===== config.mk =====
export PLATFORM = sky130hd
export DESIGN_NAME = rsdm_top
export DESIGN_NICKNAME = d
export VERILOG_FILES = /design/src/rtl/rsdm_pkg.sv /design/src/rtl/rsdm_fifo.sv /design/src/rtl/rsdm_top.sv
export VERILOG_INCLUDE_DIRS = /design/src /design/src/rtl
export SDC_FILE = /design/constraint.sdc
export NUM_CORES = 1
export LEC_CHECK = 0
export ABC_AREA = 1
export BUFFER_PORTS_ARGS = -buffer_cell sky130_fd_sc_hd__buf_2
export CORE_ASPECT_RATIO = 1.5
export CORE_MARGIN = 8
export CORE_UTILIZATION = 45
export DETAILED_ROUTE_END_ITERATION = 10
export PLACE_DENSITY = 0.6
export SLEW_MARGIN = 10
export SYNTH_ARGS = -nofsm -noshare
export SYNTH_HDL_FRONTEND = slang
export SYNTH_SLANG_ARGS = --single-unit

===== constraint.sdc =====
create_clock -name mclk_i -period 4.4 [get_ports mclk_i]
set_input_delay 0.22 -clock mclk_i [delete_from_list [all_inputs] [get_ports mclk_i]]
set_output_delay 0.22 -clock mclk_i [all_outputs]
set_load 0.03 [all_outputs]

===== src/rtl/rsdm_consts.svh =====
// Constants for the reader serial port and direct-mode control.
// Assumes inclusion by the top module only.
// Overview of operation
// - Serial logic held in reset whenever slave select is high.
// - Master changes data on rising clock; device samples on falling clock.
// - Rising slave select ends the current communication.
// - Every serial word is eight bits, most significant bit first.
// - Output carries no valid data while the command byte shifts in.
// - After eighth falling edge, read data leaves on falling edges, MSB first.
// - Interrupt status read after transmit completion returns only transmit-done flag.
// - Direct bit clear: modulation pin drives modulator, envelope to receive pin.
// - Direct bit set: decoded bit stream and bit clock go to pins.
// - Writing chip state direct bit to one enters direct mode immediately.
// - Any stop ends direct mode and clears the chip state direct bit.
// - Front-end-only mode blocks register, FIFO and interrupt access.
// - Protocol codes 0x02, 0x08, 0x1a and 0x1b are decoded.
// - Modulator code 0x21 selects OOK; 0x20,0x22-0x25 select ASK depths.
// - No FIFO use or interrupts in direct mode; master codes frames.
// - Modulation kind pin low selects ASK, high selects OOK; outside direct mode the modulator register decides.
// - Formatted mode passes raw data bytes through the 127-byte FIFO; the code's FIFO holds FIFO_DEPTH bytes, 4 by default.
`ifndef RSDM_CONSTS_SVH
`define RSDM_CONSTS_SVH
`define RSDM_ADR_CHIP 5'h00
`define RSDM_ADR_PROTO 5'h01
`define RSDM_ADR_NRWAIT 5'h07
`define RSDM_ADR_RXWAIT 5'h08
`define RSDM_ADR_MODCLK 5'h09
`define RSDM_ADR_RXSPEC 5'h0a
`define RSDM_ADR_IRQ 5'h0c
`define RSDM_ADR_MASK 5'h0d
`define RSDM_ADR_FIFOST 5'h1c
`define RSDM_ADR_FIFO 5'h1f
`define RSDM_CMD_FIFO_RESET 5'h0f
`define RSDM_BIT_CMD 7
`define RSDM_BIT_READ 6
`define RSDM_BIT_CONT 5
`define RSDM_BIT_DIRECT 6
`define RSDM_IRQ_TX_DONE 8'h80
`define RSDM_IRQ_RX_DONE 8'h40
`define RSDM_RST_CHIP 8'h01
`define RSDM_RST_PROTO 8'h02
`define RSDM_RST_NRWAIT 8'h0e
`define RSDM_RST_RXWAIT 8'h07
`define RSDM_RST_MODCLK 8'h11
`define RSDM_RST_RXSPEC 8'h40
`define RSDM_PROTO_VHDR 5'h02
`define RSDM_PROTO_A106 5'h08
`define RSDM_PROTO_F212 5'h1a
`define RSDM_PROTO_F424 5'h1b
`define RSDM_MOD_ASK10 3'h0
`define RSDM_MOD_OOK 3'h1
`define RSDM_MOD_ASK7 3'h2
`define RSDM_MOD_ASK85 3'h3
`define RSDM_MOD_ASK13 3'h4
`define RSDM_MOD_ASK16 3'h5
`define RSDM_FIFO_BYTES 127
`endif


===== src/rtl/rsdm_pkg.sv =====
// Types for the reader serial port and direct-mode control.
// Assumes the consts header is on the include path.
package rsdm_pkg;
	typedef enum logic [1:0] {
		RSDM_PH_CMD,
		RSDM_PH_DATA,
		RSDM_PH_DUMMY
	} rsdm_phase_t;
	typedef enum logic [2:0] {
		RSDM_PROTO_OTHER,
		RSDM_PROTO_VHD,
		RSDM_PROTO_A,
		RSDM_PROTO_F212,
		RSDM_PROTO_F424
	} rsdm_proto_t;
	typedef enum logic [1:0] {
		RSDM_RT_NORMAL,
		RSDM_RT_FRONT_END,
		RSDM_RT_DECODED
	} rsdm_route_t;
endpackage


===== src/rtl/rsdm_fifo.sv =====
// Byte FIFO of flip-flops with valid and ready on both sides.
// Assumes one clock and a synchronous clear from the owner.
`timescale 1ns/100ps
module rsdm_fifo #(
	parameter int WIDTH = 8,
	parameter int DEPTH = 4
) (
	input wire logic clk_i,
	input wire logic rst_b_i,
	input wire logic clr_i,
	input wire logic in_valid_i,
	output logic in_ready_o,
	input wire logic [WIDTH-1:0] in_data_i,
	output logic out_valid_o,
	input wire logic out_ready_i,
	output logic [WIDTH-1:0] out_data_o,
	output logic [$clog2(DEPTH+1)-1:0] count_o
);
	localparam int AW = (DEPTH > 1) ? $clog2(DEPTH) : 1;
	localparam int CW = $clog2(DEPTH+1);
	initial begin
		if (DEPTH < 2 || WIDTH < 1) $error("rsdm_fifo: bad size");
	end
	logic [WIDTH-1:0] mem_q [DEPTH];
	logic [AW-1:0] wr_q;
	logic [AW-1:0] rd_q;
	logic [CW-1:0] cnt_q;
	logic push;
	logic pop;
	function automatic logic [AW-1:0] bump(input logic [AW-1:0] p);
		bump = (p == AW'(DEPTH-1)) ? '0 : p + AW'(1);
	endfunction
	assign in_ready_o = (cnt_q != CW'(DEPTH));
	assign out_valid_o = (cnt_q != '0);
	assign out_data_o = mem_q[rd_q];
	assign count_o = cnt_q;
	assign push = in_valid_i && in_ready_o;
	assign pop = out_valid_o && out_ready_i;
	always_ff @(posedge clk_i) begin
		if (push) begin
			mem_q[wr_q] <= in_data_i;
		end
	end
	always_ff @(posedge clk_i or negedge rst_b_i) begin
		if (!rst_b_i) begin
			wr_q <= '0;
			rd_q <= '0;
			cnt_q <= '0;
		end else if (clr_i) begin
			wr_q <= '0;
			rd_q <= '0;
			cnt_q <= '0;
		end else begin
			if (push) wr_q <= bump(wr_q);
			if (pop) rd_q <= bump(rd_q);
			cnt_q <= cnt_q + CW'(push) - CW'(pop);
		end
	end
endmodule


===== src/rtl/rsdm_top.sv =====
// Serial slave port, register file and direct-mode pin routing of the reader.
// Assumes slave select, serial clock and data arrive asynchronous to mclk_i.
`timescale 1ns/100ps
`include "rsdm_consts.svh"
module rsdm_top #(
	parameter int FIFO_DEPTH = 4
) (
	input wire logic mclk_i,
	input wire logic rst_b_i,
	input wire logic ss_b_i,
	input wire logic sclk_i,
	input wire logic mosi_i,
	output logic miso_o,
	output logic miso_oe_b_o,
	input wire logic modulation_input_i,
	input wire logic modulation_kind_select_i,
	input wire logic envelope_i,
	input wire logic dec_data_i,
	input wire logic dec_clk_i,
	output logic modulator_o,
	output logic ook_o,
	output logic [2:0] ask_depth_o,
	output logic rx_data_o,
	output logic rx_data_oe_b_o,
	output logic bit_clk_o,
	output logic bit_clk_oe_b_o,
	output rsdm_pkg::rsdm_proto_t proto_o,
	output rsdm_pkg::rsdm_route_t route_o,
	input wire logic tx_done_i,
	input wire logic rx_done_i,
	input wire logic rx_byte_valid_i,
	input wire logic [7:0] rx_byte_i,
	output logic rx_byte_ready_o,
	output logic irq_o,
	output logic fifo_reset_o
);
	import rsdm_pkg::*;
	initial begin
		if (FIFO_DEPTH < 2 || FIFO_DEPTH > `RSDM_FIFO_BYTES) $error("rsdm_top: bad depth");
	end
	localparam int CW = $clog2(FIFO_DEPTH+1);

	// Reset release and pin synchronisers
	logic [1:0] rs_q;
	logic rst_b;
	always_ff @(posedge mclk_i or negedge rst_b_i) begin
		if (!rst_b_i) rs_q <= 2'h0;
		else rs_q <= {rs_q[0], 1'b1};
	end
	assign rst_b = rs_q[1];
	logic [2:0] s1_q, s2_q;
	logic [3:0] p1_q, p2_q;
	logic sclk_d1_q;
	always_ff @(posedge mclk_i or negedge rst_b) begin
		if (!rst_b) begin
			// Reset matches the idle pins, so no false clock edge follows reset
			s1_q <= 3'h4;
			s2_q <= 3'h4;
			p1_q <= 4'h0;
			p2_q <= 4'h0;
			sclk_d1_q <= 1'b0;
		end else begin
			s1_q <= {ss_b_i, sclk_i, mosi_i};
			s2_q <= s1_q;
			p1_q <= {modulation_kind_select_i, modulation_input_i, dec_data_i, dec_clk_i};
			p2_q <= p1_q;
			sclk_d1_q <= s2_q[1];
		end
	end
	logic ss_b, mosi, sclk_fall, ss_b_d_q, ss_rise;
	assign ss_b = s2_q[2];
	assign mosi = s2_q[0];
	assign sclk_fall = sclk_d1_q && !s2_q[1] && !ss_b;
	always_ff @(posedge mclk_i or negedge rst_b) begin
		if (!rst_b) ss_b_d_q <= 1'b1;
		else ss_b_d_q <= ss_b;
	end
	assign ss_rise = ss_b && !ss_b_d_q;

	// Registers
	logic [7:0] chip_q, proto_q, nrwait_q, rxwait_q, modclk_q, rxspec_q, irq_q, mask_q;
	logic direct;
	assign direct = chip_q[`RSDM_BIT_DIRECT];
	logic front_end;
	assign front_end = direct && !proto_q[`RSDM_BIT_DIRECT];

	// Serial engine
	rsdm_phase_t ph_q;
	logic [2:0] bit_q;
	logic [7:0] sh_q, tx_q;
	logic [4:0] adr_q;
	logic rd_q, cont_q, irq_read_q;
	logic byte_done;
	logic [7:0] rx_word;
	assign byte_done = sclk_fall && (bit_q == 3'h7);
	assign rx_word = {sh_q[6:0], mosi};

	// FIFO signals
	logic fifo_out_valid, fifo_pop, fifo_clr;
	logic [7:0] fifo_data;
	logic [CW-1:0] fifo_cnt;
	logic fifo_load_q;

	function automatic logic [7:0] reg_read(input logic [4:0] a);
		logic [7:0] v;
		v = 8'h00;
		if (a == `RSDM_ADR_CHIP) v = chip_q;
		else if (a == `RSDM_ADR_PROTO) v = proto_q;
		else if (a == `RSDM_ADR_NRWAIT) v = nrwait_q;
		else if (a == `RSDM_ADR_RXWAIT) v = rxwait_q;
		else if (a == `RSDM_ADR_MODCLK) v = modclk_q;
		else if (a == `RSDM_ADR_RXSPEC) v = rxspec_q;
		else if (a == `RSDM_ADR_IRQ) v = irq_q;
		else if (a == `RSDM_ADR_MASK) v = mask_q;
		else if (a == `RSDM_ADR_FIFOST) v = 8'(fifo_cnt);
		else if (a == `RSDM_ADR_FIFO) v = fifo_data;
		reg_read = v;
	endfunction

	logic wr_stb, cmd_stb;
	logic [4:0] wr_adr;
	always_comb begin
		wr_stb = 1'b0;
		cmd_stb = 1'b0;
		wr_adr = adr_q;
		if (byte_done && !front_end) begin
			if (ph_q == RSDM_PH_CMD) begin
				cmd_stb = rx_word[`RSDM_BIT_CMD];
				wr_adr = rx_word[4:0];
			end else if (ph_q == RSDM_PH_DATA && !rd_q) begin
				wr_stb = 1'b1;
			end
		end
	end

	always_ff @(posedge mclk_i or negedge rst_b) begin
		if (!rst_b) begin
			ph_q <= RSDM_PH_CMD;
			bit_q <= 3'h0;
			sh_q <= 8'h00;
			tx_q <= 8'h00;
			adr_q <= 5'h00;
			rd_q <= 1'b0;
			cont_q <= 1'b0;
			irq_read_q <= 1'b0;
		end else if (ss_b) begin
			ph_q <= RSDM_PH_CMD;
			bit_q <= 3'h0;
			sh_q <= 8'h00;
			tx_q <= 8'h00;
			irq_read_q <= 1'b0;
		end else if (sclk_fall && !front_end) begin
			bit_q <= bit_q + 3'h1;
			sh_q <= rx_word;
			tx_q <= {tx_q[6:0], 1'b0};
			if (byte_done) begin
				if (ph_q == RSDM_PH_CMD) begin
					adr_q <= rx_word[4:0];
					rd_q <= rx_word[`RSDM_BIT_READ];
					cont_q <= rx_word[`RSDM_BIT_CONT];
					if (rx_word[`RSDM_BIT_CMD]) begin
						ph_q <= RSDM_PH_DUMMY;
					end else begin
						ph_q <= RSDM_PH_DATA;
						tx_q <= reg_read(rx_word[4:0]);
					end
				end else if (ph_q == RSDM_PH_DATA) begin
					if (rd_q && adr_q == `RSDM_ADR_IRQ) irq_read_q <= 1'b1;
					if (cont_q && adr_q != `RSDM_ADR_FIFO) begin
						adr_q <= adr_q + 5'h1;
						tx_q <= reg_read(adr_q + 5'h1);
					end else begin
						tx_q <= reg_read(adr_q);
					end
				end
			end
		end else if (fifo_load_q) begin
			// The popped head leaves only at the pop edge, so the next byte loads a cycle later
			tx_q <= fifo_data;
		end
	end
	assign fifo_pop = byte_done && !front_end && ph_q == RSDM_PH_DATA && rd_q
		&& adr_q == `RSDM_ADR_FIFO;
	assign fifo_clr = cmd_stb && wr_adr == `RSDM_CMD_FIFO_RESET;
	always_ff @(posedge mclk_i or negedge rst_b) begin
		if (!rst_b) fifo_load_q <= 1'b0;
		else fifo_load_q <= fifo_pop && fifo_out_valid;
	end

	// Status clears one byte after it was read, so the dummy clocks are needed
	logic irq_clr;
	assign irq_clr = irq_read_q && byte_done && !front_end;
	always_ff @(posedge mclk_i or negedge rst_b) begin
		if (!rst_b) begin
			irq_q <= 8'h00;
		end else begin
			irq_q <= (irq_clr ? 8'h00 : irq_q)
				| ((tx_done_i && !direct) ? `RSDM_IRQ_TX_DONE : 8'h00)
				| ((rx_done_i && !direct) ? `RSDM_IRQ_RX_DONE : 8'h00);
		end
	end

	always_ff @(posedge mclk_i or negedge rst_b) begin
		if (!rst_b) begin
			chip_q <= `RSDM_RST_CHIP;
			proto_q <= `RSDM_RST_PROTO;
			nrwait_q <= `RSDM_RST_NRWAIT;
			rxwait_q <= `RSDM_RST_RXWAIT;
			modclk_q <= `RSDM_RST_MODCLK;
			rxspec_q <= `RSDM_RST_RXSPEC;
			mask_q <= 8'h00;
		end else begin
			if (ss_rise) chip_q[`RSDM_BIT_DIRECT] <= 1'b0;
			else if (wr_stb && adr_q == `RSDM_ADR_CHIP) chip_q <= rx_word;
			if (wr_stb && adr_q == `RSDM_ADR_PROTO) proto_q <= rx_word;
			if (wr_stb && adr_q == `RSDM_ADR_NRWAIT) nrwait_q <= rx_word;
			if (wr_stb && adr_q == `RSDM_ADR_RXWAIT) rxwait_q <= rx_word;
			if (wr_stb && adr_q == `RSDM_ADR_MODCLK) modclk_q <= rx_word;
			if (wr_stb && adr_q == `RSDM_ADR_RXSPEC) rxspec_q <= rx_word;
			if (wr_stb && adr_q == `RSDM_ADR_MASK) mask_q <= rx_word;
		end
	end

	// Receive buffer; the registered ready looks one push ahead so it never overfills
	logic fifo_push;
	assign fifo_push = rx_byte_valid_i && rx_byte_ready_o && !direct;
	rsdm_fifo #(
		.WIDTH(8),
		.DEPTH(FIFO_DEPTH)
	) u_fifo (
		.clk_i(mclk_i),
		.rst_b_i(rst_b),
		.clr_i(fifo_clr),
		.in_valid_i(fifo_push),
		.in_ready_o(),
		.in_data_i(rx_byte_i),
		.out_valid_o(fifo_out_valid),
		.out_ready_i(fifo_pop),
		.out_data_o(fifo_data),
		.count_o(fifo_cnt)
	);

	function automatic rsdm_proto_t proto_decode(input logic [4:0] c);
		if (c == `RSDM_PROTO_VHDR) proto_decode = RSDM_PROTO_VHD;
		else if (c == `RSDM_PROTO_A106) proto_decode = RSDM_PROTO_A;
		else if (c == `RSDM_PROTO_F212) proto_decode = RSDM_PROTO_F212;
		else if (c == `RSDM_PROTO_F424) proto_decode = RSDM_PROTO_F424;
		else proto_decode = RSDM_PROTO_OTHER;
	endfunction

	// Output registers; envelope is re-timed by one cycle, pins cross the synchroniser first
	always_ff @(posedge mclk_i or negedge rst_b) begin
		if (!rst_b) begin
			miso_o <= 1'b0;
			miso_oe_b_o <= 1'b1;
			modulator_o <= 1'b0;
			ook_o <= 1'b0;
			ask_depth_o <= `RSDM_MOD_ASK10;
			rx_data_o <= 1'b0;
			rx_data_oe_b_o <= 1'b1;
			bit_clk_o <= 1'b0;
			bit_clk_oe_b_o <= 1'b1;
			proto_o <= RSDM_PROTO_OTHER;
			route_o <= RSDM_RT_NORMAL;
			rx_byte_ready_o <= 1'b0;
			irq_o <= 1'b0;
			fifo_reset_o <= 1'b0;
		end else begin
			miso_o <= (ph_q == RSDM_PH_DATA && rd_q) ? tx_q[7] : 1'b0;
			miso_oe_b_o <= ss_b;
			modulator_o <= direct ? p2_q[2] : 1'b0;
			ook_o <= direct ? p2_q[3]
				: (modclk_q[2:0] == `RSDM_MOD_OOK);
			ask_depth_o <= modclk_q[2:0];
			proto_o <= proto_decode(proto_q[4:0]);
			if (front_end) begin
				rx_data_o <= envelope_i;
				bit_clk_o <= 1'b0;
				route_o <= RSDM_RT_FRONT_END;
			end else if (direct) begin
				rx_data_o <= p2_q[1];
				bit_clk_o <= p2_q[0];
				route_o <= RSDM_RT_DECODED;
			end else begin
				rx_data_o <= 1'b0;
				bit_clk_o <= 1'b0;
				route_o <= RSDM_RT_NORMAL;
			end
			rx_data_oe_b_o <= !direct;
			bit_clk_oe_b_o <= !(direct && !front_end);
			rx_byte_ready_o <= !direct && (fifo_cnt + CW'(fifo_push)) != CW'(FIFO_DEPTH);
			irq_o <= (irq_q & ~mask_q) != 8'h00 && !direct;
			fifo_reset_o <= fifo_clr;
		end
	end
endmodule


==> impl_metrics.xml, run 1 <==
<?xml version="1.0" encoding="UTF-8"?>
<metrics>
  <group name="run_status">
    <metric name="status" unit="">completed</metric>
  </group>
  <group name="cells_and_area">
    <metric name="nFillCells" unit="">1958</metric>
    <metric name="instances_no_fill" unit="">1529</metric>
    <metric name="drive_above_1_share" unit="%">10.2</metric>
    <metric name="area.sequential" unit="µm²">4240</metric>
    <metric name="finish.net_count" unit="">1295</metric>
    <metric name="multi_input_comb_area" unit="µm²">3890</metric>
    <metric name="relative_area_change_from_synthesis_to_final_layout" unit="%">13.6</metric>
    <metric name="n_antenna_cell" unit="">0</metric>
  </group>
  <group name="worst_setup_path">
    <metric name="timing.critical_path.fanout_max" unit="">9</metric>
    <metric name="critPathMaxStageDelay" unit="ns">0.67</metric>
    <metric name="setup_crit_path_kind" unit="">reg -&gt; reg</metric>
    <metric name="critical_path_data_arrival_time" unit="ns">3.66</metric>
    <metric name="path_common_cell" unit="">sky130_fd_sc_hd__inv_1</metric>
    <metric name="worst-path-buf-inv" unit="">6</metric>
    <metric name="path_delay_family" unit="">adder cells</metric>
    <metric name="cp_startpoint_kind" unit="">register</metric>
    <metric name="required" unit="ns">4.78</metric>
    <metric name="path_cells" unit="">inv_2 -&gt; nor2_1 -&gt; nor2_4 -&gt; inv_1 -&gt; nor2_1 -&gt; inv_2 -&gt; nor4_1 -&gt; buf_4 -&gt; ha_1 -&gt; inv_1 -&gt; ha_1 -&gt; fa_1 -&gt; xnor2_1 -&gt; xor2_1 -&gt; nand2_1 -&gt; inv_1</metric>
    <metric name="worst_path_max_delay_cell" unit="">sky130_fd_sc_hd__dfrtp_1</metric>
    <metric name="critPathCaptureType" unit="">register</metric>
  </group>
  <group name="cts">
    <metric name="tritoncts_num_sinks" unit="">162</metric>
    <metric name="h-tree-depth" unit="">4</metric>
    <metric name="tritoncts_clock_tree" unit="">done</metric>
    <metric name="cts.repair_timing.setup_buffer_count" unit="">0</metric>
    <metric name="clk-insertion-delay-late" unit="ns">0.44</metric>
    <metric name="cts_buffer_depth" unit="">2</metric>
    <metric name="ctsRootBufferMaster" unit="">sky130_fd_sc_hd__clkbuf_16</metric>
    <metric name="worst_setup_hold_path_clk_slew" unit="ns">0.07</metric>
    <metric name="cts_inserted_buffers" unit="">17</metric>
  </group>
  <group name="placed_design">
    <metric name="place.detailed.hpwl" unit="µm">21700</metric>
    <metric name="buffers_on_ports" unit="">39</metric>
    <metric name="dpl.cell_count" unit="">1478</metric>
    <metric name="placer_s_final_routability_congestion_estimate" unit="">0.951</metric>
  </group>
  <group name="synth">
    <metric name="synthDistinctLibCells" unit="">40</metric>
    <metric name="synthDominantCellAreaShare" unit="%">31.8</metric>
    <metric name="synthesis.yosys.warnings" unit="">0</metric>
    <metric name="mappedNetlistNets" unit="">1239</metric>
    <metric name="synth-async-reset-ratio" unit="%">80.2</metric>
    <metric name="synthDominantAreaCellType" unit="">sky130_fd_sc_hd__dfrtp_1</metric>
    <metric name="synthTopCellsByCount" unit="">369 x sky130_fd_sc_hd__nand2_1, 180 x sky130_fd_sc_hd__inv_1, 152 x sky130_fd_sc_hd__o21ai_0</metric>
    <metric name="synth-seq-area-share" unit="%">47.3</metric>
    <metric name="ys_ff_latch" unit="">162</metric>
    <metric name="syn_area" unit="µm²">8960</metric>
    <metric name="syn-mean-instance-area" unit="µm²">7.46</metric>
    <metric name="postSynthCellCount" unit="">1200</metric>
    <metric name="postSynth.topFlopCell" unit="">sky130_fd_sc_hd__dfrtp_1</metric>
    <metric name="synth.top_cells.by_area" unit="">sky130_fd_sc_hd__dfrtp_1 32%, sky130_fd_sc_hd__nand2_1 15%, sky130_fd_sc_hd__edfxtp_1 11%, sky130_fd_sc_hd__o21ai_0 8.5%, sky130_fd_sc_hd__inv_1 7.5%</metric>
    <metric name="synth-edff-count" unit="">32</metric>
    <metric name="synthMostInstantiatedCell" unit="">sky130_fd_sc_hd__nand2_1</metric>
  </group>
  <group name="drt">
    <metric name="via_density" unit="">5.29</metric>
    <metric name="routed_wirelength" unit="µm">28900</metric>
    <metric name="postRouteAntennaNets" unit="">0</metric>
    <metric name="drc" unit="">0</metric>
    <metric name="routed-via-count" unit="">8089</metric>
    <metric name="drtIter0Drc" unit="">668</metric>
    <metric name="routed_wire_length_per_instance" unit="µm">18.9</metric>
    <metric name="firstDrtPassIters" unit="">5</metric>
  </group>
  <group name="worst_hold_path">
    <metric name="classification_of_the_worst_slack_hold_path" unit="">in -&gt; async</metric>
  </group>
  <group name="floorplanning">
    <metric name="initial_utilization" unit="%">45.6</metric>
    <metric name="die-width" unit="µm">131</metric>
    <metric name="num_io_pins" unit="">40</metric>
    <metric name="floorplan.core_area" unit="µm²">19600</metric>
    <metric name="floorplan.die_area" unit="µm²">24800</metric>
    <metric name="dieHeight" unit="µm">189</metric>
    <metric name="placement_rows" unit="">63</metric>
  </group>
  <group name="sta">
    <metric name="finalCritPeriodShare" unit="%">74.5</metric>
    <metric name="report.final.setup_viol" unit="">0</metric>
    <metric name="shortest_period_the_worst_path_allows" unit="ns">3.28</metric>
    <metric name="worstMarginPinSlew" unit="ns">1.06</metric>
    <metric name="fin_skew" unit="ns">0.0126</metric>
    <metric name="timing.setup.tns" unit="ns">0</metric>
    <metric name="slew_violations" unit="">0</metric>
    <metric name="timing_hold_violations_final" unit="">0</metric>
    <metric name="max_freq" unit="GHz">0.305</metric>
    <metric name="rsz_0062_raised_after_global_routing" unit="">no</metric>
    <metric name="timing.slew.headroom" unit="%">29.0</metric>
  </group>
  <group name="flow_run">
    <metric name="max_cap_viol_count" unit="">0</metric>
  </group>
  <group name="global_routing">
    <metric name="grt_util_overall" unit="%">24.0</metric>
    <metric name="antenna_found_initial" unit="">0</metric>
    <metric name="global_route_wire_length_before_repair" unit="µm">45400</metric>
    <metric name="vias_in_the_first_global_route" unit="">8070</metric>
    <metric name="grt_max_degree" unit="">67</metric>
    <metric name="grt_remaining_overflow" unit="">0</metric>
  </group>
  <group name="pwr">
    <metric name="max-vdd-ir-drop" unit="mV">0.459</metric>
    <metric name="static-leakage-power" unit="nW">4.79</metric>
    <metric name="total_power" unit="mW">3.56</metric>
    <metric name="powerDensity" unit="nW/µm²">349</metric>
  </group>
</metrics>
logic make-up (layout without fill, tap and decap cells):
logic type	count (synthesis)	count (layout)	share of synthesized area, %
adders and majority gates	18	18	2.60
DFF	162	162	47.3
and+or+nand+nor	546	546	25.2
AOI/OAI and AO/OA	252	252	15.3
xor gates and xnor gates	3	3	0.293
other	1	1	0.0419
buffers and inverters	218	287	9.32
layer usage:
metal  global-route usage (%)  vias up  wire length, µm
li1                         -     3935                -
met1                     26.3     3782            11400
met2                     39.7      265            13800
met3                     4.85      107             1290
met4                     19.9        0             2400
met5                        0        -                0
final cells by class:
class / instances / area share (%)
clock buffers: 18 / 4.22
multi-input cells: 820 / 38.2
flip-flops and latches: 162 / 41.6
well taps: 260 / 3.20
inverters: 192 / 7.08
repair buffers: 63 / 4.28
clock inverters: 14 / 1.40
what timing repair did:
action | 4_1_cts | 5_1_grt
hold endpoints to repair | 44 | 0
gates resized for setup | 0 | 0
hold buffers | 19 | 0
stage by stage:
stage	hold WS [ns]	worst slack [ns]	util (%)	area [µm²]
6_report	0.0972	1.12	51.9	10200
5_1_grt	0.0840	0.856	51.9	10200
4_1_cts	0.0682	1.13	51.9	10200
3_3_place_gp	0.00723	1.18	48.0	9420
3_5_place_dp	0.00714	1.16	48.0	9420
2_1_floorplan	-0.0756	0.538	-	8960
flip-flops by register name, indices dropped and copies added (netlist names), 3 cells and up:
signal,count
u_fifo.mem_q,32
chip_q,8
mask_q,8
modclk_q,8
nrwait_q,8
proto_q,8
rxspec_q,8
rxwait_q,8
tx_q,8
sh_q,7
adr_q,5
p1_q,4
p2_q,4
ask_depth_o,3
bit_q,3
proto_o,3
s1_q,3
s2_q,3
u_fifo.count_o,3
layout by cell type, fill, tap and decap left out, types with 2 or more instances in the layout:
master                            n
sky130_fd_sc_hd__nand2_1        369
sky130_fd_sc_hd__inv_1          180
sky130_fd_sc_hd__o21ai_0        152
sky130_fd_sc_hd__dfrtp_1        113
sky130_fd_sc_hd__nor2_1          89
sky130_fd_sc_hd__a21oi_1         55
sky130_fd_sc_hd__nand3_1         45
sky130_fd_sc_hd__buf_2           39
sky130_fd_sc_hd__edfxtp_1        32
sky130_fd_sc_hd__dlygate4sd3_1   19
sky130_fd_sc_hd__ha_1            17
sky130_fd_sc_hd__clkbuf_16       17
sky130_fd_sc_hd__dfstp_2         16
sky130_fd_sc_hd__o22ai_1         13
sky130_fd_sc_hd__or2_2           12
sky130_fd_sc_hd__inv_2            9
sky130_fd_sc_hd__o211ai_1         9
sky130_fd_sc_hd__nand4_1          8
sky130_fd_sc_hd__o21bai_1         6
sky130_fd_sc_hd__nor2_4           5
sky130_fd_sc_hd__inv_6            5
sky130_fd_sc_hd__nand2_2          4
sky130_fd_sc_hd__nor2_2           4
sky130_fd_sc_hd__o2111ai_1        4
sky130_fd_sc_hd__a31oi_1          4
sky130_fd_sc_hd__clkinvlp_4       4
sky130_fd_sc_hd__buf_4            4
sky130_fd_sc_hd__clkinv_1         3
sky130_fd_sc_hd__nor3_1           3
sky130_fd_sc_hd__nor4_1           3
sky130_fd_sc_hd__a22o_1           3
sky130_fd_sc_hd__inv_8            3
sky130_fd_sc_hd__xnor2_1          2
sky130_fd_sc_hd__o31ai_1          2
sky130_fd_sc_hd__nor3_4           2
sky130_fd_sc_hd__a211oi_1         2
report_power, final:
| group | switching [mW] | internal [mW] |
|---|---|---|
| Combinational | 0.244 | 0.123 |
| Sequential | 0.0769 | 1.64 |
| Clock | 0.674 | 0.797 |
| Total | 0.995 | 2.56 |
worst paths after layout:
| kind | endpoint | depth (start not counted) | start | slack (ns) |
|---|---|---|---|---|
| min in group mclk_i | rx_byte_ready_o$_DFF_PN0_ | 6 | rx_byte_valid_i | 0.33 |
| min reg2reg | p2_q[2]$_DFF_PN0_ | 0 | p1_q[2]$_DFF_PN0_ | 0.35 |
| max reg2reg | u_fifo.count_o[2]$_DFF_PN0_ | 16 | chip_q[6]$_DFFE_PN0P_ | 1.12 |
| min | rs_q[0]$_DFF_PN0_ | 2 | rst_b_i | 0.1 |
| max | u_fifo.count_o[2]$_DFF_PN0_ | 16 | chip_q[6]$_DFFE_PN0P_ | 1.12 |
| max in group asynchronous | rxspec_q[6]$_DFFE_PN1P_ | 1 | rs_q[1]$_DFF_PN0_ | 3.12 |
No activity file was read; power rests on OpenSTA's default activity.
==> run 2: changes to the inputs <==
--- a/config.mk
+++ b/config.mk
@@ -12,7 +12,7 @@
 export CORE_MARGIN = 8
 export CORE_UTILIZATION = 45
 export DETAILED_ROUTE_END_ITERATION = 10
-export PLACE_DENSITY = 0.6
+export PLACE_DENSITY = 0.63
 export SLEW_MARGIN = 10
 export SYNTH_ARGS = -nofsm -noshare
 export SYNTH_HDL_FRONTEND = slang
==> constraint.sdc (replaced) <==
create_clock -name mclk_i -period 2.73 [get_ports mclk_i]
set_input_delay 0.1365 -clock mclk_i [delete_from_list [all_inputs] [get_ports mclk_i]]
set_output_delay 0.1365 -clock mclk_i [all_outputs]
set_load 0.03 [all_outputs]
==> impl_metrics.xml, run 2 (synthesis gave the netlist of run 1 again) <==
<?xml version="1.0" encoding="UTF-8"?>
<metrics>
  <group name="pwr">
    <metric name="static-leakage-power" unit="nW">5.31</metric>
    <metric name="max-vdd-ir-drop" unit="mV">0.523</metric>
    <metric name="powerDensity" unit="nW/µm²">522</metric>
  </group>
  <group name="floorplanning">
    <metric name="floorplan.die_area" unit="µm²">24800</metric>
    <metric name="dieHeight" unit="µm">189</metric>
    <metric name="placement_rows" unit="">63</metric>
    <metric name="floorplan.core_area" unit="µm²">19600</metric>
    <metric name="num_io_pins" unit="">40</metric>
    <metric name="die-width" unit="µm">131</metric>
    <metric name="initial_utilization" unit="%">45.6</metric>
  </group>
  <group name="drt">
    <metric name="routed_wirelength" unit="µm">30300</metric>
    <metric name="routed_wire_length_per_instance" unit="µm">18.7</metric>
    <metric name="firstDrtPassIters" unit="">5</metric>
    <metric name="drtIter0Drc" unit="">680</metric>
    <metric name="routed-via-count" unit="">8484</metric>
    <metric name="via_density" unit="">5.23</metric>
    <metric name="drc" unit="">0</metric>
    <metric name="postRouteAntennaNets" unit="">0</metric>
  </group>
  <group name="global_routing">
    <metric name="global_route_wire_length_before_repair" unit="µm">47200</metric>
    <metric name="antenna_found_initial" unit="">0</metric>
    <metric name="vias_in_the_first_global_route" unit="">8402</metric>
    <metric name="grt_max_degree" unit="">49</metric>
    <metric name="grt_remaining_overflow" unit="">0</metric>
    <metric name="grt_util_overall" unit="%">24.8</metric>
  </group>
  <group name="sta">
    <metric name="finalCritPeriodShare" unit="%">97.8</metric>
    <metric name="max_freq" unit="GHz">0.374</metric>
    <metric name="rsz_0062_raised_after_global_routing" unit="">yes</metric>
    <metric name="timing.setup.tns" unit="ns">0</metric>
    <metric name="worstMarginPinSlew" unit="ns">0.607</metric>
    <metric name="timing.slew.headroom" unit="%">59.5</metric>
    <metric name="report.final.setup_viol" unit="">0</metric>
    <metric name="slew_violations" unit="">0</metric>
    <metric name="fin_skew" unit="ns">0.00865</metric>
    <metric name="shortest_period_the_worst_path_allows" unit="ns">2.67</metric>
    <metric name="timing_hold_violations_final" unit="">0</metric>
  </group>
  <group name="cells_and_area">
    <metric name="final_cell_mix" unit="">363 x sky130_fd_sc_hd__nand2_1, 169 x sky130_fd_sc_hd__inv_1, 146 x sky130_fd_sc_hd__o21ai_0, 113 x sky130_fd_sc_hd__dfrtp_1, 90 x sky130_fd_sc_hd__buf_4</metric>
    <metric name="finish.utilization" unit="%">56.7</metric>
    <metric name="largest_register_ffs" unit="">32</metric>
    <metric name="instances_no_fill" unit="">1622</metric>
    <metric name="finish.net_count" unit="">1388</metric>
    <metric name="nFillCells" unit="">1831</metric>
    <metric name="n_antenna_cell" unit="">0</metric>
    <metric name="relative_area_change_from_synthesis_to_final_layout" unit="%">24.3</metric>
    <metric name="drive_above_1_share" unit="%">19.7</metric>
    <metric name="most_common_cell_after_layout_fill_and_taps_aside" unit="">sky130_fd_sc_hd__nand2_1</metric>
    <metric name="largest-register" unit="">u_fifo.mem_q</metric>
  </group>
  <group name="cts">
    <metric name="h-tree-depth" unit="">4</metric>
    <metric name="cts_buffer_depth" unit="">2</metric>
    <metric name="tritoncts_clock_tree" unit="">done</metric>
    <metric name="ctsRootBufferMaster" unit="">sky130_fd_sc_hd__clkbuf_16</metric>
    <metric name="worst_setup_hold_path_clk_slew" unit="ns">0.07</metric>
    <metric name="tritoncts_num_sinks" unit="">162</metric>
    <metric name="clk-insertion-delay-late" unit="ns">0.45</metric>
    <metric name="cts_inserted_buffers" unit="">17</metric>
  </group>
  <group name="placed_design">
    <metric name="dpl.cell_count" unit="">1556</metric>
    <metric name="buffers_on_ports" unit="">39</metric>
    <metric name="placer_s_final_routability_congestion_estimate" unit="">0.972</metric>
    <metric name="place.detailed.hpwl" unit="µm">22800</metric>
  </group>
  <group name="worst_setup_path">
    <metric name="critPathCaptureType" unit="">register</metric>
    <metric name="cp_startpoint_kind" unit="">register</metric>
    <metric name="required" unit="ns">3.07</metric>
    <metric name="setup_crit_path_kind" unit="">reg -&gt; reg</metric>
    <metric name="timing.critical_path.fanout_max" unit="">2</metric>
    <metric name="critical_path_data_arrival_time" unit="ns">3.01</metric>
  </group>
  <group name="run_status">
    <metric name="status" unit="">completed</metric>
  </group>
  <group name="flow_run">
    <metric name="max_cap_viol_count" unit="">0</metric>
  </group>
  <group name="worst_hold_path">
    <metric name="classification_of_the_worst_slack_hold_path" unit="">in -&gt; reg</metric>
  </group>
</metrics>
run 2: cell count changes in the layout (fill, tap and decap cells not counted), sizes merged:
| cell | before | now |
|---|---|---|
| clkbuf | 18 | 17 |
| dlygate4sd3 | 19 | 20 |
| clkinvlp | 4 | 1 |
| clkinv | 4 | 8 |
| buf | 44 | 136 |
run 2: worst max-delay path: stages, from the launching register on:
cell and delay (ns):
sky130_fd_sc_hd__dfrtp_1 0.37, sky130_fd_sc_hd__ha_2 0.19, sky130_fd_sc_hd__nand2_2 0.08, sky130_fd_sc_hd__nor2_4 0.15
sky130_fd_sc_hd__ha_4 0.17, sky130_fd_sc_hd__inv_2 0.05, sky130_fd_sc_hd__nor4_4 0.36, sky130_fd_sc_hd__ha_1 0.18
sky130_fd_sc_hd__inv_1 0.04, sky130_fd_sc_hd__ha_2 0.18, sky130_fd_sc_hd__fa_2 0.37, sky130_fd_sc_hd__xnor2_2 0.15
sky130_fd_sc_hd__xor2_1 0.14, sky130_fd_sc_hd__nand2_1 0.07, sky130_fd_sc_hd__inv_1 0.05
run 2: metal layers:
metal	track usage (%)	vias up	share of wire, %
li1	-	4128	-
met1	27.1	3977	39
met2	41.4	260	49
met3	4.90	119	4.8
met4	19.8	0	7.1
met5	0	-	0
run 2: layout make-up:
cell class / count / area (µm²) / share of cell area (%)
Sequential cell: 162 / 4240 / 38.1
Multi-Input combinational cell: 820 / 4100 / 36.8
Timing Repair Buffer: 156 / 1170 / 10.5
Inverter: 192 / 726 / 6.52
Clock buffer: 17 / 425 / 3.82
Tap cell: 260 / 325 / 2.92
Clock inverter: 15 / 148 / 1.33
run 2: power by group:
group          switching, mW  internal, mW
Combinational          0.425         0.252
Clock                   1.10          1.28
Sequential             0.116          2.64
run 2: path summary, 6_finish.rpt:
path                                            from                     endpoint  slack (ns)  cells past startpoint
worst max-delay path            adr_q[0]$_DFFE_PN0P_  u_fifo.count_o[2]$_DFF_PN0_        0.06                     14
worst min-delay path                 rx_byte_valid_i    rx_byte_ready_o$_DFF_PN0_        0.24                      6
min in group asynchronous          rs_q[1]$_DFF_PN0_        fifo_load_q$_DFF_PN0_        0.34                      0
max in group asynchronous          rs_q[1]$_DFF_PN0_      modclk_q[0]$_DFFE_PN1P_        1.67                      1
worst max register to register  adr_q[0]$_DFFE_PN0P_  u_fifo.count_o[2]$_DFF_PN0_        0.06                     14
worst min register to register     rs_q[1]$_DFF_PN0_        fifo_load_q$_DFF_PN0_        0.34                      0
run 2: per-stage QoR:
stage	setup slack [ns]	area [µm²]	total power, mW	hold slack (ns)
final	0.0594	11100	5.82	0.238
after floorplan	0.0807	8960	3.18	-0.159
after CTS	0.00314	10800	5.85	0.238
after detailed placement	-0.104	10000	3.43	-0.0744
after global routing	-0.0524	11100	6.06	0.288
after global placement	-0.0891	10000	3.43	-0.0771
run 2: timing repair:
action                                  in CTS  in global routing
endpoints found under the hold margin       44                  0
pin swaps                                    8                 32
endpoints found under the setup margin       5                 10
gates cloned                                 0                  0
setup buffers                                2                 12
gates resized for setup                      8                 65
hold buffers                                20                  0
==> run 3: changes to the inputs <==
--- a/config.mk
+++ b/config.mk
@@ -11,7 +11,9 @@
 export CORE_ASPECT_RATIO = 1.5
 export CORE_MARGIN = 8
 export CORE_UTILIZATION = 45
+export CTS_CLUSTER_DIAMETER = 80
 export DETAILED_ROUTE_END_ITERATION = 10
+export GPL_ROUTABILITY_DRIVEN = 0
 export PLACE_DENSITY = 0.63
 export SLEW_MARGIN = 10
 export SYNTH_ARGS = -nofsm -noshare
==> constraint.sdc (replaced) <==
create_clock -name mclk_i -period 2.73 [get_ports mclk_i]
set_input_delay 0.1365 -clock mclk_i [delete_from_list [all_inputs] [get_ports mclk_i]]
set_output_delay 0.1365 -clock mclk_i [all_outputs]
set_load 0.005 [all_outputs]
==> impl_metrics.xml, run 3 (synthesis gave the netlist of run 1 again) <==
<?xml version="1.0" encoding="UTF-8"?>
<metrics>
  <group name="floorplanning">
    <metric name="floorplan.die_area" unit="µm²">24800</metric>
    <metric name="floorplan.core_area" unit="µm²">19600</metric>
    <metric name="die-width" unit="µm">131</metric>
    <metric name="placement_rows" unit="">63</metric>
    <metric name="num_io_pins" unit="">40</metric>
    <metric name="dieHeight" unit="µm">189</metric>
    <metric name="initial_utilization" unit="%">45.6</metric>
  </group>
  <group name="sta">
    <metric name="timing.slew.headroom" unit="%">56.8</metric>
    <metric name="rsz_0062_raised_after_global_routing" unit="">yes</metric>
    <metric name="slew_violations" unit="">0</metric>
    <metric name="finalCritPeriodShare" unit="%">96.0</metric>
    <metric name="worstMarginPinSlew" unit="ns">0.647</metric>
    <metric name="hold_ws" unit="ns">0.209</metric>
    <metric name="fin_skew" unit="ns">0.0115</metric>
    <metric name="report.final.setup_viol" unit="">0</metric>
    <metric name="shortest_period_the_worst_path_allows" unit="ns">2.62</metric>
    <metric name="max_freq" unit="GHz">0.381</metric>
    <metric name="timing_hold_violations_final" unit="">0</metric>
  </group>
  <group name="cts">
    <metric name="cts_inserted_buffers" unit="">17</metric>
    <metric name="cts_buffer_depth" unit="">2</metric>
    <metric name="tritoncts_num_sinks" unit="">162</metric>
    <metric name="tritoncts_clock_tree" unit="">done</metric>
    <metric name="worst_setup_hold_path_clk_slew" unit="ns">0.07</metric>
    <metric name="clk-insertion-delay-late" unit="ns">0.45</metric>
    <metric name="h-tree-depth" unit="">4</metric>
    <metric name="ctsRootBufferMaster" unit="">sky130_fd_sc_hd__clkbuf_16</metric>
  </group>
  <group name="placed_design">
    <metric name="buffers_on_ports" unit="">39</metric>
    <metric name="dpl.cell_count" unit="">1539</metric>
    <metric name="place.detailed.hpwl" unit="µm">21600</metric>
    <metric name="postPlaceCellArea" unit="µm²">9910</metric>
  </group>
  <group name="pwr">
    <metric name="powerDensity" unit="nW/µm²">541</metric>
    <metric name="static-leakage-power" unit="nW">5.21</metric>
    <metric name="max-vdd-ir-drop" unit="mV">0.671</metric>
    <metric name="total_power" unit="mW">5.95</metric>
  </group>
  <group name="global_routing">
    <metric name="grt_util_overall" unit="%">23.6</metric>
    <metric name="global_route_wire_length_before_repair" unit="µm">45000</metric>
    <metric name="antenna_found_initial" unit="">0</metric>
    <metric name="vias_in_the_first_global_route" unit="">8114</metric>
    <metric name="grt_max_degree" unit="">57</metric>
    <metric name="grt_remaining_overflow" unit="">0</metric>
  </group>
  <group name="cells_and_area">
    <metric name="final_cell_mix" unit="">363 x sky130_fd_sc_hd__nand2_1, 169 x sky130_fd_sc_hd__inv_1, 146 x sky130_fd_sc_hd__o21ai_0, 113 x sky130_fd_sc_hd__dfrtp_1, 81 x sky130_fd_sc_hd__nor2_1</metric>
    <metric name="most_common_cell_after_layout_fill_and_taps_aside" unit="">sky130_fd_sc_hd__nand2_1</metric>
    <metric name="stdcell_area" unit="µm²">11000</metric>
    <metric name="instances_no_fill" unit="">1602</metric>
    <metric name="nFillCells" unit="">1817</metric>
    <metric name="n_antenna_cell" unit="">0</metric>
    <metric name="largest_register_ffs" unit="">32</metric>
    <metric name="relative_area_change_from_synthesis_to_final_layout" unit="%">22.7</metric>
    <metric name="finish.net_count" unit="">1368</metric>
    <metric name="largest-register" unit="">u_fifo.mem_q</metric>
    <metric name="drive_above_1_share" unit="%">18.3</metric>
  </group>
  <group name="worst_setup_path">
    <metric name="timing.critical_path.fanout_max" unit="">5</metric>
    <metric name="setup_crit_path_kind" unit="">reg -&gt; reg</metric>
    <metric name="cp_startpoint_kind" unit="">register</metric>
    <metric name="critical_path_data_arrival_time" unit="ns">2.96</metric>
    <metric name="required" unit="ns">3.07</metric>
    <metric name="crit_path_start" unit="">s2_q[1]$_DFF_PN0_</metric>
    <metric name="worst_r2r_path_depth" unit="">15</metric>
    <metric name="r2r-start" unit="">s2_q[1]$_DFF_PN0_</metric>
    <metric name="critPathCaptureType" unit="">register</metric>
  </group>
  <group name="flow_run">
    <metric name="max_cap_viol_count" unit="">0</metric>
  </group>
  <group name="drt">
    <metric name="drtIter0Drc" unit="">722</metric>
    <metric name="via_density" unit="">5.26</metric>
    <metric name="postRouteAntennaNets" unit="">0</metric>
    <metric name="routed_wire_length_per_instance" unit="µm">18.3</metric>
    <metric name="firstDrtPassIters" unit="">6</metric>
    <metric name="drc" unit="">0</metric>
    <metric name="routed_wirelength" unit="µm">29400</metric>
    <metric name="routed-via-count" unit="">8427</metric>
  </group>
  <group name="run_status">
    <metric name="status" unit="">completed</metric>
  </group>
  <group name="worst_hold_path">
    <metric name="classification_of_the_worst_slack_hold_path" unit="">reg -&gt; async</metric>
  </group>
</metrics>
run 3: power by group:
group	total [mW]	switching, mW	internal [mW]
logic	0.680	0.433	0.247
registers	2.76	0.118	2.64
clock network	2.51	1.12	1.39
run 3: worst max-delay path, stage by stage (launching register included):
cell and delay [ns]:
sky130_fd_sc_hd__dfrtp_1 0.39, sky130_fd_sc_hd__nor2_2 0.11, sky130_fd_sc_hd__nand2_2 0.08, sky130_fd_sc_hd__nor2_4 0.16
sky130_fd_sc_hd__inv_2 0.07, sky130_fd_sc_hd__nor2_4 0.11, sky130_fd_sc_hd__inv_4 0.08, sky130_fd_sc_hd__nor4_4 0.31
sky130_fd_sc_hd__ha_1 0.16, sky130_fd_sc_hd__inv_1 0.04, sky130_fd_sc_hd__ha_1 0.21, sky130_fd_sc_hd__fa_2 0.35
sky130_fd_sc_hd__xnor2_2 0.15, sky130_fd_sc_hd__xor2_1 0.16, sky130_fd_sc_hd__nand2_1 0.08, sky130_fd_sc_hd__inv_1 0.04
run 3: routing by layer:
metal / wire (µm) / GRT usage, %
met2: 14200 / 39.1
met1: 11000 / 25.4
met3: 1670 / 4.77
met5: 0 / 0
met4: 2510 / 20.9
run 3: repair_timing:
item	CTS	global route
hold buffers	20	0
setup endpoints to repair	2	10
setup buffers	0	11
gates resized for setup	1	64
pin swaps	0	24
endpoints found under the hold margin	44	0
run 3: stage by stage:
step	setup slack (ns)	setup TNS [ns]	util, %
finish	0.108	0	56.0
global route	-0.0467	-0.140	56.0
CTS	0.0102	0	54.6
detailed placement	0.00431	0	50.5
global placement	0.00851	0	50.5
floorplan	0.0807	0	-
run 3: final cells by class:
cell class | count | area [µm²] | area share [%]
sequential | 162 | 4240 | 38.6
multi-input combinational | 820 | 4070 | 37.0
timing repair buffer | 136 | 1020 | 9.27
inverter | 192 | 731 | 6.65
clock buffer | 17 | 425 | 3.87
tap | 260 | 325 | 2.96
clock inverter | 15 | 188 | 1.71
run 3: final timing paths:
| check | slack, ns | end |
|---|---|---|
| min | 0.21 | proto_q[6]$_DFFE_PN0P_ |
| max in group asynchronous | 1.86 | modclk_q[0]$_DFFE_PN1P_ |
| max | 0.11 | u_fifo.count_o[2]$_DFF_PN0_ |
| min in group mclk_i | 0.27 | rx_byte_ready_o$_DFF_PN0_ |
| max reg2reg | 0.11 | u_fifo.count_o[2]$_DFF_PN0_ |
| min reg2reg | 0.21 | proto_q[6]$_DFFE_PN0P_ |
